**config.mk**
```make
export PLATFORM = sky130hd
export DESIGN_NAME = sdrwo_port_flat
export DESIGN_NICKNAME = d
export VERILOG_FILES = /design/src/include/sdrwo_pkg.sv /design/src/include/sdrwo_if.sv /design/src/hw/sdrwo_port.sv /design/src/flat_wrapper.sv
export VERILOG_INCLUDE_DIRS = /design/src /design/src/include
export SDC_FILE = /design/constraint.sdc
export NUM_CORES = 1
export LEC_CHECK = 0
export ABC_AREA = 1
export BUFFER_PORTS_ARGS = -buffer_cell sky130_fd_sc_hd__buf_2
export CORE_ASPECT_RATIO = 0.5
export CORE_MARGIN = 2
export CORE_UTILIZATION = 52
export CTS_CLUSTER_SIZE = 24
export DETAILED_ROUTE_END_ITERATION = 8
export GPL_TIMING_DRIVEN = 0
export PLACE_DENSITY = 0.86
export SYNTH_ARGS = -nofsm -noshare
export SYNTH_HDL_FRONTEND = slang
export SYNTH_SLANG_ARGS = --single-unit
```
**constraint.sdc**
```tcl
create_clock -name clk_in -period 1.48 [get_ports clk_in]
set_input_delay 0.296 -clock clk_in [delete_from_list [all_inputs] [get_ports clk_in]]
set_output_delay 0.296 -clock clk_in [all_outputs]
set_load 0.05 [all_outputs]
```
**src/include/sdrwo_consts.svh**
```systemverilog
// Register offsets, field positions, reset values and timing for the serial port and DMA ends.
`ifndef SDRWO_CONSTS_SVH
`define SDRWO_CONSTS_SVH
`define SDRWO_CLK_NS 50
`define SDRWO_SCK_HALF_NS 200
`define SDRWO_BITS 4'h8
`define SDRWO_REG_DATA 2'h0
`define SDRWO_REG_STAT 2'h1
`define SDRWO_REG_CTRL 2'h2
`define SDRWO_CTRL_EN 0
`define SDRWO_CTRL_MASTER 1
`define SDRWO_CTRL_AUTO 2
`define SDRWO_CTRL_DMA 3
`define SDRWO_STAT_RX 0
`define SDRWO_STAT_TX 1
`define SDRWO_STAT_OVF 2
`define SDRWO_STAT_BUSY 3
`define SDRWO_PIN_SCK 0
`define SDRWO_PIN_SDI 1
`define SDRWO_PIN_SSN 2
`define SDRWO_PIN_RST 3'h4
`define SDRWO_HREG_CTRL 3'h0
`define SDRWO_HREG_COUNT 3'h1
`define SDRWO_HREG_STAT 3'h2
`define SDRWO_HREG_CLR 3'h3
`define SDRWO_HREG_IEN 3'h4
`define SDRWO_HREG_PTR 3'h5
`define SDRWO_HREG_MEM 3'h6
`define SDRWO_HCTRL_START 0
`define SDRWO_HCTRL_WO 1
`define SDRWO_HCTRL_MASTER 2
`define SDRWO_HCTRL_BUSY 7
`define SDRWO_HSTAT_DONE 0
`define SDRWO_HSTAT_ERR 1
`endif

```
**src/include/sdrwo_pkg.sv**
```systemverilog
// Types shared by the serial port end, the DMA end and their interface.
package sdrwo_pkg;
  typedef logic [1:0] sdrwo_addr_type;
  typedef logic [7:0] sdrwo_byte_type;
  typedef enum logic [1:0] {
    SDRWO_ST_IDLE = 2'h0,
    SDRWO_ST_LOW = 2'h1,
    SDRWO_ST_HIGH = 2'h3
  } sdrwo_port_st_type;
  typedef enum logic [2:0] {
    SDRWO_DS_IDLE = 3'h0,
    SDRWO_DS_CFG = 3'h1,
    SDRWO_DS_KICK = 3'h3,
    SDRWO_DS_WAIT = 3'h2,
    SDRWO_DS_RD = 3'h6,
    SDRWO_DS_CAP = 3'h7
  } sdrwo_dma_st_type;
endpackage

```
**src/include/sdrwo_if.sv**
```systemverilog
// Register access and DMA request signals between the serial port and the DMA end.
`timescale 1ns/1ps
interface sdrwo_if;
  import sdrwo_pkg::*;
  sdrwo_addr_type addr;
  sdrwo_byte_type wdata;
  logic wr;
  logic rd;
  sdrwo_byte_type rdata;
  logic rx_done_req;
  logic tx_done_req;
  logic error_req;
  modport dev (
    input addr, wdata, wr, rd,
    output rdata, rx_done_req, tx_done_req, error_req
  );
  modport dma (
    output addr, wdata, wr, rd,
    input rdata, rx_done_req, tx_done_req, error_req
  );
endinterface

```
**src/hw/sdrwo_port.sv**
```systemverilog
// Synchronous serial port with transfer-done flags that pace a DMA channel.
`timescale 1ns/1ps
`include "sdrwo_consts.svh"
module sdrwo_port
  import sdrwo_pkg::*;
#(
  parameter int SCK_HALF_NS = `SDRWO_SCK_HALF_NS
) (
  input wire logic clk_in,
  input wire logic nrst_in,
  sdrwo_if.dev bus,
  input wire logic sck_in,
  output logic sck_out,
  output logic sck_oe_out,
  input wire logic sdi_in,
  output logic sdo_out,
  input wire logic ss_n_in
);

  localparam int HALF_CYC = (SCK_HALF_NS + `SDRWO_CLK_NS - 1) / `SDRWO_CLK_NS;
  localparam logic [7:0] HALF_LOAD = 8'(HALF_CYC - 1);

  generate
    if (HALF_CYC < 3 || HALF_CYC > 256) begin : g_bad_half
      $error("SCK_HALF_NS gives a half period the timer cannot count");
    end
  endgenerate

  function automatic logic reg_hit(input logic strobe, input sdrwo_addr_type a,
                                   input sdrwo_addr_type r);
    return strobe && (a == r);
  endfunction

  localparam logic [2:0] PIN_RST = `SDRWO_PIN_RST;
  logic [2:0] pins, pin_s1_reg, pin_s2_reg, pin_s3_reg, pin_lvl_reg;
  logic sck_prev_reg;
  logic [3:0] ctrl_reg;
  sdrwo_port_st_type state_reg, state_next;
  logic [7:0] tmr_reg;
  logic [3:0] cnt_reg;
  sdrwo_byte_type sh_reg, sh_next, rdata_reg;
  logic out_reg, sck_reg, rx_done_reg, tx_done_reg, ovf_reg;
  logic [2:0] flag_prev_reg;
  logic en, is_master, dma_mode, wr_data, rd_data, wr_stat, wr_ctrl, idle, wr_ok;
  logic auto_go, go_m, go_s, abort, tick, s_rise, s_fall, rise, fall, done;

  assign pins = {ss_n_in, sdi_in, sck_in};

  // Three-stage synchronisers; a level is taken only when stages two and three agree.
  generate
    for (genvar i = 0; i < 3; i++) begin : g_sync
      always_ff @(posedge clk_in or negedge nrst_in) begin
        if (!nrst_in) begin
          pin_s1_reg[i] <= PIN_RST[i];
          pin_s2_reg[i] <= PIN_RST[i];
          pin_s3_reg[i] <= PIN_RST[i];
          pin_lvl_reg[i] <= PIN_RST[i];
        end else begin
          pin_s1_reg[i] <= pins[i];
          pin_s2_reg[i] <= pin_s1_reg[i];
          pin_s3_reg[i] <= pin_s2_reg[i];
          if (pin_s2_reg[i] == pin_s3_reg[i]) begin
            pin_lvl_reg[i] <= pin_s3_reg[i];
          end
        end
      end
    end
  endgenerate

  always_ff @(posedge clk_in or negedge nrst_in) begin
    if (!nrst_in) begin
      sck_prev_reg <= 1'b0;
    end else begin
      sck_prev_reg <= pin_lvl_reg[`SDRWO_PIN_SCK];
    end
  end

  assign en = ctrl_reg[`SDRWO_CTRL_EN];
  assign is_master = ctrl_reg[`SDRWO_CTRL_MASTER];
  assign dma_mode = ctrl_reg[`SDRWO_CTRL_DMA];
  assign wr_data = reg_hit(bus.wr, bus.addr, `SDRWO_REG_DATA);
  assign rd_data = reg_hit(bus.rd, bus.addr, `SDRWO_REG_DATA);
  assign wr_stat = reg_hit(bus.wr, bus.addr, `SDRWO_REG_STAT);
  assign wr_ctrl = reg_hit(bus.wr, bus.addr, `SDRWO_REG_CTRL);
  assign idle = (state_reg == SDRWO_ST_IDLE);
  // A slave may still load the shifter after select but before its first edge.
  assign wr_ok = idle || (!is_master && state_reg == SDRWO_ST_LOW && cnt_reg == 4'h0);
  assign auto_go = rd_data && idle && en && is_master && ctrl_reg[`SDRWO_CTRL_AUTO]
                   && dma_mode;
  assign go_m = idle && en && is_master && (wr_data || auto_go);
  assign go_s = idle && en && !is_master && !pin_lvl_reg[`SDRWO_PIN_SSN];
  assign abort = !idle && (!en || (!is_master && pin_lvl_reg[`SDRWO_PIN_SSN]));
  assign tick = (tmr_reg == 8'h00);
  assign s_rise = pin_lvl_reg[`SDRWO_PIN_SCK] && !sck_prev_reg;
  assign s_fall = !pin_lvl_reg[`SDRWO_PIN_SCK] && sck_prev_reg;
  assign rise = !abort && state_reg == SDRWO_ST_LOW && (is_master ? tick : s_rise);
  assign fall = !abort && state_reg == SDRWO_ST_HIGH && (is_master ? tick : s_fall);
  assign done = fall && (cnt_reg == `SDRWO_BITS);

  always_ff @(posedge clk_in or negedge nrst_in) begin
    if (!nrst_in) begin
      ctrl_reg <= 4'h0;
    end else if (wr_ctrl) begin
      ctrl_reg <= bus.wdata[3:0];
    end
  end

  always_comb begin
    state_next = state_reg;
    unique case (state_reg)
      SDRWO_ST_IDLE: begin
        if (go_m || go_s) begin
          state_next = SDRWO_ST_LOW;
        end
      end
      SDRWO_ST_LOW: begin
        if (abort) begin
          state_next = SDRWO_ST_IDLE;
        end else if (rise) begin
          state_next = SDRWO_ST_HIGH;
        end
      end
      SDRWO_ST_HIGH: begin
        if (abort || done) begin
          state_next = SDRWO_ST_IDLE;
        end else if (fall) begin
          state_next = SDRWO_ST_LOW;
        end
      end
      default: begin
        state_next = SDRWO_ST_IDLE;
      end
    endcase
  end

  always_ff @(posedge clk_in or negedge nrst_in) begin
    if (!nrst_in) begin
      state_reg <= SDRWO_ST_IDLE;
      sck_reg <= 1'b0;
    end else begin
      state_reg <= state_next;
      sck_reg <= is_master && (state_next == SDRWO_ST_HIGH);
    end
  end

  always_ff @(posedge clk_in or negedge nrst_in) begin
    if (!nrst_in) begin
      tmr_reg <= 8'h00;
      cnt_reg <= 4'h0;
    end else begin
      if (idle || rise || fall) begin
        tmr_reg <= HALF_LOAD;
      end else if (!tick) begin
        tmr_reg <= tmr_reg - 8'h01;
      end
      if (idle) begin
        cnt_reg <= 4'h0;
      end else if (rise) begin
        cnt_reg <= cnt_reg + 4'h1;
      end
    end
  end

  always_comb begin
    sh_next = sh_reg;
    if (wr_data && wr_ok) begin
      sh_next = bus.wdata;
    end else if (auto_go) begin
      sh_next = 8'h00;
    end else if (is_master ? fall : rise) begin
      // A master shifts in at its own fall, when the synchronised line shows the rise.
      sh_next = {sh_reg[6:0], pin_lvl_reg[`SDRWO_PIN_SDI]};
    end
  end

  always_ff @(posedge clk_in or negedge nrst_in) begin
    if (!nrst_in) begin
      sh_reg <= 8'h00;
      out_reg <= 1'b0;
    end else begin
      sh_reg <= sh_next;
      if (idle || fall || (wr_data && wr_ok)) begin
        out_reg <= sh_next[7];
      end
    end
  end

  // A set from a finished byte wins over any clear in the same cycle.
  always_ff @(posedge clk_in or negedge nrst_in) begin
    if (!nrst_in) begin
      rx_done_reg <= 1'b0;
      tx_done_reg <= 1'b0;
      ovf_reg <= 1'b0;
    end else begin
      if (done) begin
        rx_done_reg <= 1'b1;
      end else if (rd_data || (wr_stat && bus.wdata[`SDRWO_STAT_RX])) begin
        rx_done_reg <= 1'b0;
      end
      if (done) begin
        tx_done_reg <= 1'b1;
      end else if (wr_data || (wr_stat && bus.wdata[`SDRWO_STAT_TX])) begin
        tx_done_reg <= 1'b0;
      end
      if (done && !is_master && rx_done_reg && !rd_data) begin
        ovf_reg <= 1'b1;
      end else if (wr_stat && bus.wdata[`SDRWO_STAT_OVF]) begin
        ovf_reg <= 1'b0;
      end
    end
  end

  always_ff @(posedge clk_in or negedge nrst_in) begin
    if (!nrst_in) begin
      flag_prev_reg <= 3'h0;
    end else begin
      flag_prev_reg <= {ovf_reg, tx_done_reg, rx_done_reg};
    end
  end

  // Requests are one-cycle pulses on a flag's rising edge, only in DMA mode.
  assign bus.rx_done_req = dma_mode && rx_done_reg && !flag_prev_reg[0];
  assign bus.tx_done_req = dma_mode && tx_done_reg && !flag_prev_reg[1];
  assign bus.error_req = dma_mode && !is_master && ctrl_reg[`SDRWO_CTRL_AUTO]
                         && ovf_reg && !flag_prev_reg[2];

  always_ff @(posedge clk_in or negedge nrst_in) begin
    if (!nrst_in) begin
      rdata_reg <= 8'h00;
    end else if (bus.rd) begin
      unique case (bus.addr)
        `SDRWO_REG_DATA: rdata_reg <= sh_reg;
        `SDRWO_REG_STAT: rdata_reg <= {4'h0, !idle, ovf_reg, tx_done_reg, rx_done_reg};
        `SDRWO_REG_CTRL: rdata_reg <= {4'h0, ctrl_reg};
        default: rdata_reg <= 8'h00;
      endcase
    end else begin
      rdata_reg <= 8'h00;
    end
  end

  assign bus.rdata = rdata_reg;
  assign sck_out = sck_reg;
  assign sck_oe_out = en && is_master;
  assign sdo_out = out_reg;

endmodule

```
**src/flat_wrapper.sv**
```systemverilog
// flat-port wrapper written by rule: the top's interface ports become plain ports
module sdrwo_port_flat import sdrwo_pkg::*;
#(
  parameter int SCK_HALF_NS = `SDRWO_SCK_HALF_NS
)
  (clk_in, nrst_in, sck_in, sck_out, sck_oe_out, sdi_in, sdo_out, ss_n_in, bus_addr, bus_wdata, bus_wr, bus_rd, bus_rdata, bus_rx_done_req, bus_tx_done_req, bus_error_req);
  sdrwo_if bus_i ();
  input wire logic clk_in;
  input wire logic nrst_in;
  input wire logic sck_in;
  output logic sck_out;
  output logic sck_oe_out;
  input wire logic sdi_in;
  output logic sdo_out;
  input wire logic ss_n_in;
  input wire logic [$bits(bus_i.addr)-1:0] bus_addr;
  input wire logic [$bits(bus_i.wdata)-1:0] bus_wdata;
  input wire logic [$bits(bus_i.wr)-1:0] bus_wr;
  input wire logic [$bits(bus_i.rd)-1:0] bus_rd;
  output wire logic [$bits(bus_i.rdata)-1:0] bus_rdata;
  output wire logic [$bits(bus_i.rx_done_req)-1:0] bus_rx_done_req;
  output wire logic [$bits(bus_i.tx_done_req)-1:0] bus_tx_done_req;
  output wire logic [$bits(bus_i.error_req)-1:0] bus_error_req;
  assign bus_i.addr = bus_addr;
  assign bus_i.wdata = bus_wdata;
  assign bus_i.wr = bus_wr;
  assign bus_i.rd = bus_rd;
  assign bus_rdata = bus_i.rdata;
  assign bus_rx_done_req = bus_i.rx_done_req;
  assign bus_tx_done_req = bus_i.tx_done_req;
  assign bus_error_req = bus_i.error_req;
  sdrwo_port #(.SCK_HALF_NS(SCK_HALF_NS)) u_core (.clk_in(clk_in), .nrst_in(nrst_in), .bus(bus_i), .sck_in(sck_in), .sck_out(sck_out), .sck_oe_out(sck_oe_out), .sdi_in(sdi_in), .sdo_out(sdo_out), .ss_n_in(ss_n_in));
endmodule
```
==> impl_summary.md, run 1 <==
Synthesis
The instance count of the mapped netlist is 265. Sequential elements use 54.0% of the synthesized area. The synthesized netlist net count is 286. Of the post-synthesis cell area, the dominant cell type holds 49.9%. By area the synthesized netlist is led by dfrtp_1 (50%), nand2_1 (5.6%), inv_1 (5.3%), nand3_1 (5.1%), dfstp_2 (4.1%). The count of cell types in the netlist is 36. Yosys printed 0 warnings.

Counting flops and latches in the post-synthesis netlist gives 55. In this run the cell area of the synthesized design comes to 0.00256 mm². The largest area contributor in the synthesized netlist is dfrtp_1.

The average size of a mapped cell is 9.65 µm².

STA
The actual slew at the worst max-slew pin is 1.21 ns. The maximum achievable frequency is 583 MHz. The clock skew after layout is 0.00785 ns. The minimum clock period after layout is 1.72 ns. The worst path uses 116% of the clock period. The final number of hold-violating endpoints is 0. The worst hold margin is 0.0601 ns.

The final max-slew violation count is 0. Setup repair after global routing could not meet its margin everywhere. Setup violations remaining at the end of the flow were counted as 31. The worst pin sits at a relative slew slack of 19.6%. The slack of the critical path is -0.235 ns.

Place
Detailed placement ended at an HPWL of 3820 µm. In this run the tool buffered the top-level ports with 30 buffer cells. Timing analysis after detailed placement gives a worst setup slack of -0.251 ns.

The routability congestion estimate is 0.959. The placed standard-cell area is 0.00283 mm².

Setup path
The critical-path maximum fanout is 6. STA puts the critical path data required time at 1.73 ns. By startpoint and endpoint, the worst setup path is classified as reg2reg. The launching element type of the critical path is a flop. The category of the worst setup path capture point is a flop. STA puts the critical path data arrival time at 1.97 ns.

Floorplan
For this design the top-level I/O count stands at 31. From left edge to right edge, the die measures 103 µm. The number of rows in the core area is 17. The initial utilization of the core area, before any placement, comes to 56.2%. The die extent in y is 53.6 µm. The core region is 0.00455 mm². The die covers 0.00553 mm².

Clock network
The clock tree from TritonCTS is built. The tree is rooted in a clkbuf_8. The number of clock sinks seen by CTS is 55. The H-tree generated during clock tree synthesis spans 2 levels. The clock passes through at most 2 buffers. After clock tree synthesis, the clock-pin slew on the worst setup and hold paths is 0.10 ns. The CTS buffer count is 5. Buffers inserted to repair hold after CTS numbered 0.

The later-pin clock latency in the skew report is 0.32 ns.

GRT
The number of global-route vias before repair is 2,205. The global-route wire length before repair is 10,500 µm. The overflow left after global routing is 0. The global routing usage summed across all routing layers is 25.9%.

The initial antenna violation count is 0. The maximum number of pins on one net before global-route repair is 56.

Status
The run finished, with violations left. The final reports fail on negative setup slack.

Final layout
After routing the design area is 0.00352 mm². After filler insertion, the fill cell instance count of the layout stands at 237. The post-route netlist has 48.1% of its cells at a drive strength greater than 1. In the final design database the tool counted 355 nets. The area growth from synthesis to layout is 37.7%.

Worst hold path
The type of the tightest min-delay check is in2reg.

Drt
Using the TritonRoute via totals, the vias-per-cell ratio works out to 6.03. The final layout contains routed wiring with a total length of 8440 µm. Dividing the detail-routed wire length by the instance count gives 21.0 µm. Summing over every cut layer, the via total after detailed routing is 2,425. After detailed routing, the number of remaining DRC violations is 0. The count of antenna-violating nets left after detailed routing is 0.

The number of DRC markers in iteration 0 is 260. For this run, the detailed router's first-pass iteration total came to 5.

Power
Summed over all cells, the static leakage comes to 1.67 nW. The power per cell area is 1100 mW/mm². The maximum resistive drop on vdd is 827 µV.

Job
Across the run, the number of max-cap violations was 0.
==> worst max-delay path, stage by stage, from the launching register on <==
cell,delay (ns)
dfrtp_1,0.42
inv_2,0.10
ha_4,0.14
nand2_4,0.05
nor2_4,0.20
inv_2,0.11
nand2_4,0.13
nand2_8,0.10
nor2_4,0.18
o21ai_2,0.09
a21oi_2,0.12
==> through the flow <==
step / power [mW] / cells / utilization, % / setup TNS (ns)
finish: 3.88 / 402 / 77.4 / -4.32
CTS: 3.61 / 389 / 71.4 / -1.41
global placement: 2.43 / 361 / 62.1 / -1.93
detailed placement: 2.46 / 361 / 62.1 / -3.72
floorplan: 2.26 / 265 / - / -0.757
global route: 3.98 / 401 / 77.3 / -5.48
==> cell type report <==
type / instances / area, µm² / share of cell area (%)
Sequential cell: 55 / 1380 / 39.3
Multi-Input combinational cell: 167 / 1300 / 37.0
Timing Repair Buffer: 62 / 438 / 12.4
Inverter: 41 / 169 / 4.80
Clock buffer: 6 / 82.6 / 2.34
Tap cell: 66 / 82.6 / 2.34
Clock inverter: 2 / 38.8 / 1.10
Buffer: 2 / 22.5 / 0.639
Antenna cell: 1 / 2.50 / 0.0710
==> placed cells by master (no fill, tap or decap), drive strengths merged, types with 4 or more instances in the layout <==
master,netlist,layout
a21oi,7,7
buf,2,64
clkbuf,0,6
dfrtp,51,51
dfstp,4,4
ha,4,4
inv,41,42
nand2,50,50
nand3,29,29
nand4,6,6
nor2,29,29
nor3,9,9
o211ai,8,8
o21ai,15,15
==> worst paths after layout <==
path,slack (ns),endpoint,cells past startpoint,from
min in group asynchronous,0.21,u_core.pin_s2_reg[0],1,nrst_in
setup / recovery,-0.24,u_core.cnt_reg[2],10,u_core.tmr_reg[0]
setup reg to reg,-0.24,u_core.cnt_reg[2],10,u_core.tmr_reg[0]
max in group asynchronous,0.44,u_core.ctrl_reg[0],1,nrst_in
hold / removal,0.06,u_core.pin_s1_reg[2],1,ss_n_in
hold reg to reg,0.36,u_core.pin_s2_reg[2],0,u_core.pin_s1_reg[2]
==> cell usage after synthesis (all sizes together) <==
cell type / instances
dfrtp: 51
nand2: 50
inv: 41
nand3: 29
nor2: 29
o21ai: 15
nor3: 9
o211ai: 8
a21oi: 7
nand4: 6
dfstp: 4
ha: 4
maj3: 3
buf: 2
xor2: 2
a21boi: 1
a31oi: 1
o21a: 1
o22ai: 1
xnor2: 1
==> layer usage <==
layer  wire length [µm]  global-route usage (%)
met1               3280                    31.6
met2               3950                    45.1
met3                619                    4.94
met4                589                    13.2
met5                  0                       0
==> cell families after synthesis <==
kind of cell    share of synthesized area [%]
compound gates                           8.12
xor+xnor                                 1.03
fa+ha+maj                                3.13
buf+inv                                  6.85
flops                                    54.0
simple gates                             26.9
==> what timing repair did <==
action,CTS,global route
gates resized for setup,38,48
pin swaps,9,17
gates cloned,1,0
endpoints found under the setup margin,29,31
setup buffers,19,12
==> report_power, final <==
part,total [mW],internal [mW],switching [mW]
combinational,0.977,0.326,0.650
sequential,1.81,1.66,0.156
clock,1.09,0.558,0.537
Power figures use the tool's default switching activity.
==> inputs of run 2 (changes only) <==
--- a/config.mk
+++ b/config.mk
@@ -17,2 +17,3 @@
 export PLACE_DENSITY = 0.86
+export REMOVE_ABC_BUFFERS = 1
 export SYNTH_ARGS = -nofsm -noshare
--- a/constraint.sdc
+++ b/constraint.sdc
@@ -3,2 +3,2 @@
 set_output_delay 0.296 -clock clk_in [all_outputs]
-set_load 0.05 [all_outputs]
+set_load 0.02 [all_outputs]
==> impl_summary.md, run 2 (same netlist as run 1, synthesis figures left out) <==
Place
The routability congestion estimate is 0.932. In this run the tool buffered the top-level ports with 30 buffer cells. The post-placement worst setup slack is -0.484 ns. Detailed placement ended at an HPWL of 3700 µm.

The placed standard-cell area is 0.00277 mm². The number of placed instances, taps included, is 359.

STA
Setup violations remaining at the end of the flow were counted as 28. The worst relative slew slack is 22.4%. The smallest clock period supported by the final layout is computed as 1.68 ns. For the final database, setup skew stands at 0.00702 ns.

In the finished design, the share of the clock period the worst path needs comes to 114%. The final max-slew violation count is 0. Based on the critical path, the design can be clocked at up to 594 MHz. The worst hold margin is 0.0700 ns. The actual slew at the worst max-slew pin is 1.16 ns. In the post-route analysis, the smallest setup slack over all paths is -0.204 ns. For the final routed database, the setup TNS stands at -2.67 ns. Setup repair after global routing could not meet its margin everywhere. The final number of hold-violating endpoints is 0.

Power
Net switching is 32.7% of the power. The net switching power of the design is 1.12 mW. Power spread over the standard cell area amounts to 1030 mW/mm².

The maximum resistive drop on vdd is 777 µV. Summed over all cells, the static leakage comes to 1.62 nW. The internal portion of the total power is 2.30 mW. The share of total power dissipated in sequential elements is 52.3%. The share of total power in the clock network is 24.7%. The proportion of power drawn by combinational gates is 23.1%.

Floorplan
In this run the standard cell core region covers 0.00455 mm². The die is 53.6 µm tall. The die footprint is 0.00553 mm². The x dimension of the die is 103 µm.

The number of rows in the core area is 17. For this configuration, the core starts out at a cell density of 56.2%. Pin placement for this block handled 31 I/O pins.

GRT
The first global-routing pass estimated 10,200 µm of wire. The overflow left after global routing is 0. Global routing used 24.7% of the available tracks across all layers. The initial antenna violation count is 0. The maximum number of pins on one net before global-route repair is 56.

The number of global-route vias before repair is 2,190.

Setup path
STA classifies the critical path startpoint as a flop. For this design, the slowest cell found on the critical path is dfrtp_1. The category of the worst setup path capture point is a flop. The signal on the critical path passes through inv_2, ha_4, nand2_2, nor2_4, inv_4, nand2_4, nand3_4, inv_4, nand3_4, nand2_2, nand3_2. The total buffers and inverters traversed by the critical path is 3. The worst stage delay on the critical path is 0.41 ns. The worst endpoint data arrival time is 1.89 ns. The type of the worst setup path is reg2reg. Among cell families on the critical path, the largest total delay comes from simple AND/OR/NAND/NOR gates. Of all nets on the critical path, the largest fanout is 4. STA puts the critical path data required time at 1.68 ns.

Clock network
After clock tree synthesis, the clock-pin slew on the worst setup and hold paths is 0.10 ns. The later-pin clock latency in the skew report is 0.31 ns. In this run the number of H-tree levels came out at 2. Counting every sink on the clock net gives 55. After clock tree synthesis, the flow added hold-fix buffers numbering 0. The root buffer cell chosen for the clock tree is clkbuf_8.

Buffers inserted during clock tree synthesis total 5. The deepest clock path buffer count is 2. The clock tree from TritonCTS is built.

Final layout
The combined flip-flop and latch cell area is 0.00138 mm². Fill cells in the final layout number 275. In the final layout, the share of cells above drive strength 1 is 42.4%. After routing the design area is 0.00331 mm². The count of cells in the finished layout, fillers not included, comes to 401. Leaving out fill and tap cells, the most frequent cell in the layout is dfrtp_1. For this run, the post-layout net count is 355. The number of antenna diodes is 0. In the layout the commonest cells are dfrtp_1 (49), buf_4 (35), nand2_1 (33), inv_1 (29), buf_2 (27). In the final layout, the multi-input gates occupy 0.00117 mm².

The area growth from synthesis to layout is 29.6%.

Drt
The detailed-router iteration count before antenna repair is 5. For this block, the initial DRC count from the detailed router was 244. The via density per instance is 5.55.

The total number of vias is 2,227. In the routed design, unresolved DRC markers number 0. Dividing the detail-routed wire length by the instance count gives 16.3 µm.

The count of antenna-violating nets left after detailed routing is 0. The total wire length is 6540 µm.

Job
The count of maximum capacitance violations is 0.

Worst hold path
The worst hold path belongs to the class in2reg.

Status
The final reports fail on negative setup slack. The run finished, with violations left.
## run 2: metal layers
| layer | global-route usage (%) | vias up | part of all wire, % |
|---|---|---|---|
| li1 | - | 1001 | - |
| met1 | 31.6 | 1070 | 40 |
| met2 | 41.9 | 122 | 49 |
| met3 | 5.45 | 34 | 6.3 |
| met4 | 10.5 | 0 | 4.0 |
| met5 | 0 | - | 0 |
## run 2: power groups by stage
stage / combinational, mW / sequential, mW / clock, mW
after floorplan: 0.361 / 1.81 / 0
final: 0.787 / 1.78 / 0.842
after global routing: 0.852 / 1.80 / 0.918
after CTS: 0.702 / 1.77 / 0.846
after detailed placement: 0.553 / 1.81 / 0
after global placement: 0.535 / 1.80 / 0
## run 2: timing repair
item | 4_1_cts | 5_1_grt
setup buffers | 30 | 5
resized for setup | 40 | 18
pin swaps | 23 | 13
endpoints found under the setup margin | 31 | 31
## run 2: cell type report
| cell class | count | share of cell area, % |
|---|---|---|
| Multi-Input combinational cell | 167 | 35.4 |
| Inverter | 41 | 4.95 |
| Clock buffer | 5 | 2.08 |
| Tap cell | 66 | 2.49 |
| Timing Repair Buffer | 64 | 12.7 |
| Clock inverter | 3 | 0.680 |
| Sequential cell | 55 | 41.8 |
## run 2: stage by stage
stage | utilization (%) | power (mW)
final | 72.8 | 3.41
after global routing | 72.8 | 3.57
after CTS | 70.8 | 3.31
after detailed placement | 60.9 | 2.36
after global placement | 60.9 | 2.33
after floorplan | - | 2.17
## run 2: final timing paths
kind	start	endpoint	slack, ns	depth (start not counted)
setup / recovery	u_core.tmr_reg[1]	u_core.state_reg[0]	-0.20	11
min in group asynchronous	nrst_in	u_core.bus.rdata[7]	0.21	1
setup reg to reg	u_core.tmr_reg[1]	u_core.state_reg[0]	-0.20	11
hold / removal	ss_n_in	u_core.pin_s1_reg[2]	0.07	1
max in group asynchronous	nrst_in	u_core.ctrl_reg[1]	0.49	1
hold reg to reg	u_core.pin_s1_reg[0]	u_core.pin_s2_reg[0]	0.36	0
==> inputs of run 3 (changes only) <==
==> constraint.sdc (replaced) <==
create_clock -name clk_in -period 1.48 [get_ports clk_in]
set_input_delay 0.074 -clock clk_in [delete_from_list [all_inputs] [get_ports clk_in]]
set_output_delay 0.074 -clock clk_in [all_outputs]
set_load 0.02 [all_outputs]
==> impl_summary.md, run 3 (same netlist as run 1, synthesis figures left out) <==
Status
The flow ran to the end, but the final reports show violations. The final reports fail on negative hold slack, negative setup slack.

Drt
For this run, the detailed router's first-pass iteration total came to 6. For this block, the routed nets add up to 8210 µm of wire. The post-route DRC violation count is 0. The via density per instance is 6.09.

The number of DRC markers in iteration 0 is 333. The average wire per cell in the routed design is 20.1 µm. The total number of vias is 2,491.

The count of antenna-violating nets left after detailed routing is 0.

Floorplan
The number of rows in the core area is 17. The die footprint is 0.00553 mm². The core region is 0.00455 mm². The x dimension of the die is 103 µm. The initial utilization of the core area, before any placement, comes to 56.2%. The die extent in y is 53.6 µm. The count of pins on the block boundary is 31.

STA
The minimum clock period after layout is 1.77 ns. The maximum achievable frequency is 566 MHz. The final number of hold-violating endpoints is 2. The slack of the critical path is -0.287 ns.

The actual slew at the worst max-slew pin is 1.21 ns. The share of the cycle needed by the critical path after routing is 119%. Headroom to the max-slew limit came out at 19.7%. The final max-slew violation count was 0. Setup violations remaining at the end of the flow were counted as 28.

Setup repair after global routing could not meet its margin everywhere. The clock skew after layout is 0.00676 ns. The tightest hold path in the finished design has a slack of -0.000691 ns.

Final layout
The final cell count without fillers is 409. In the final design database the tool counted 363 nets. The area growth from synthesis to layout is 35.7%. The fraction of layout instances using a drive strength above 1 is 44.9%. The most common cell after layout, fill and taps aside is dfrtp_1. The number of antenna diodes is 0. The layout filler cell count is 263. In the layout the commonest cells are dfrtp_1 (49), nand2_1 (34), buf_4 (32), buf_2 (29), inv_1 (28).

Setup path
STA classifies the critical path startpoint as a flop. STA classifies the critical path endpoint as a flop. Data arrives at the worst endpoint at 1.99 ns. The total buffers and inverters traversed by the critical path is 2. Among all stages on the critical path, the largest delay is contributed by dfrtp_1. The family with the most delay on the worst path is simple AND/OR/NAND/NOR gates. The signal on the critical path passes through inv_2, ha_4, nand2_2, nor2_4, inv_4, nand2_8, nand2_8, o21ai_2, nand2_1, nor2_1. The type of the worst setup path is reg2reg.

The cell occurring most often along the worst timing path is nand2_8. For this run, the slowest stage of the critical path takes 0.41 ns. The critical-path maximum fanout is 7.

The data required time of the critical path is 1.71 ns.

Power
The net switching power of the design is 1.23 mW. IR analysis of the VDD net gives a maximum drop of 820 µV. The net switching share of the total power is 34.5%. The share of total power in the clock network is 24.5%. In this run the static leakage power is 1.67 nW. The share of total power dissipated in combinational logic is 24.8%. In this run, flip-flops and latches consume 50.7% of the power. Cell internal power was estimated by the tool at 2.33 mW. Power spread over the standard cell area amounts to 1030 mW/mm².

Worst hold path
The type of the tightest min-delay check is in2async.

Clock network
The H-tree level count is 2. The clock tree from TritonCTS is built. The clock reaches the later pin of the worst-skew pair after 0.32 ns. The number of clock buffers added by TritonCTS is 5. Clock-pin slew was measured on the worst setup and hold paths at 0.11 ns. The number of clock sinks seen by CTS is 55. CTS placed an instance of clkbuf_8 at the clock tree root. The deepest clock path buffer count is 2.

Place
In this run the tool buffered the top-level ports with 30 buffer cells. Summed over all nets, the half-perimeter wirelength after detailed placement is 3700 µm. The routability congestion estimate is 0.932.

The cell total after placement is 359.

GRT
The initial antenna violation count came to 0. The global-route wire length before repair is 9870 µm. The number of global-route vias before repair is 2,128. Global routing used 24.0% of the available tracks. Entering global routing, the biggest net connects 56 pins. After global routing the overflow that remains totals 0.

Job
The count of maximum capacitance violations is 0.
-- run 3: changes by cell type in the layout (fill, tap and decap cells not counted), sizes merged --
cell,change
buf,+5
dlygate4sd3,+3
-- run 3: timing repair --
item | 4_1_cts | 5_1_grt
setup buffers | 26 | 14
resized for setup | 40 | 39
pin swaps | 23 | 17
cloned | 0 | 0
endpoints found under the hold margin | 3 | 0
endpoints found under the setup margin | 28 | 28
hold buffers | 3 | 0
-- run 3: cell type report --
| cell class | instances | area, µm² | area share, % |
|---|---|---|---|
| clock buffer | 5 | 68.8 | 1.98 |
| clock inverter | 3 | 22.5 | 0.649 |
| tap | 66 | 82.6 | 2.38 |
| multi-input combinational | 167 | 1240 | 35.7 |
| sequential | 55 | 1380 | 39.9 |
| timing repair buffer | 72 | 505 | 14.6 |
| inverter | 41 | 169 | 4.87 |
-- run 3: path summary, 6_finish.rpt --
path / depth (start not counted) / startpoint / slack, ns / end
min in group clk_in: 3 / bus_wdata[4] / 0.03 / u_core.sh_reg[4]
worst max register to register: 10 / u_core.tmr_reg[1] / -0.29 / u_core.cnt_reg[3]
max in group asynchronous: 1 / nrst_in / 0.68 / u_core.ctrl_reg[0]
worst min-delay path: 1 / nrst_in / -0.0007 / u_core.pin_lvl_reg[0]
worst max-delay path: 10 / u_core.tmr_reg[1] / -0.29 / u_core.cnt_reg[3]
worst min register to register: 0 / u_core.pin_s1_reg[0] / 0.36 / u_core.pin_s2_reg[0]
-- run 3: layer usage --
layer  track usage [%]  share of wire [%]  up-vias
met2              40.7                 46      225
met3              4.81                9.2       83
met1              31.2                 37     1166
met5                 0                  0        -
met4              9.87                7.4        0
li1                  -                  -     1017
-- run 3: metrics by stage --
stage | setup WS [ns] | TNS, ns | total power [mW] | utilization, % | instance area [µm²]
after global placement | -0.404 | -4.77 | 2.33 | 60.9 | 2770
final | -0.287 | -3.75 | 3.56 | 76.3 | 3470
after CTS | -0.0957 | -0.882 | 3.30 | 71.0 | 3230
after floorplan | -0.170 | -1.05 | 2.17 | - | 2540
after global routing | -0.350 | -4.77 | 3.68 | 76.3 | 3470
after detailed placement | -0.484 | -6.66 | 2.36 | 60.9 | 2770
-- run 3: worst register-to-register path: cells and delay by family (launching register included) --
family / cells / cell delay, ns
and+or+nand+nor: 6 / 0.81
DFF: 1 / 0.41
buffers and inverters: 2 / 0.20
adders and majority gates: 1 / 0.14
AOI/OAI and AO/OA: 1 / 0.12
-- run 3: power groups by stage --
stage	combinational, mW	clock (mW)	sequential (mW)
after detailed placement	0.553	0	1.81
after floorplan	0.361	0	1.81
final	0.881	0.873	1.81
after global routing	0.942	0.926	1.81
after global placement	0.535	0	1.80
after CTS	0.683	0.846	1.77
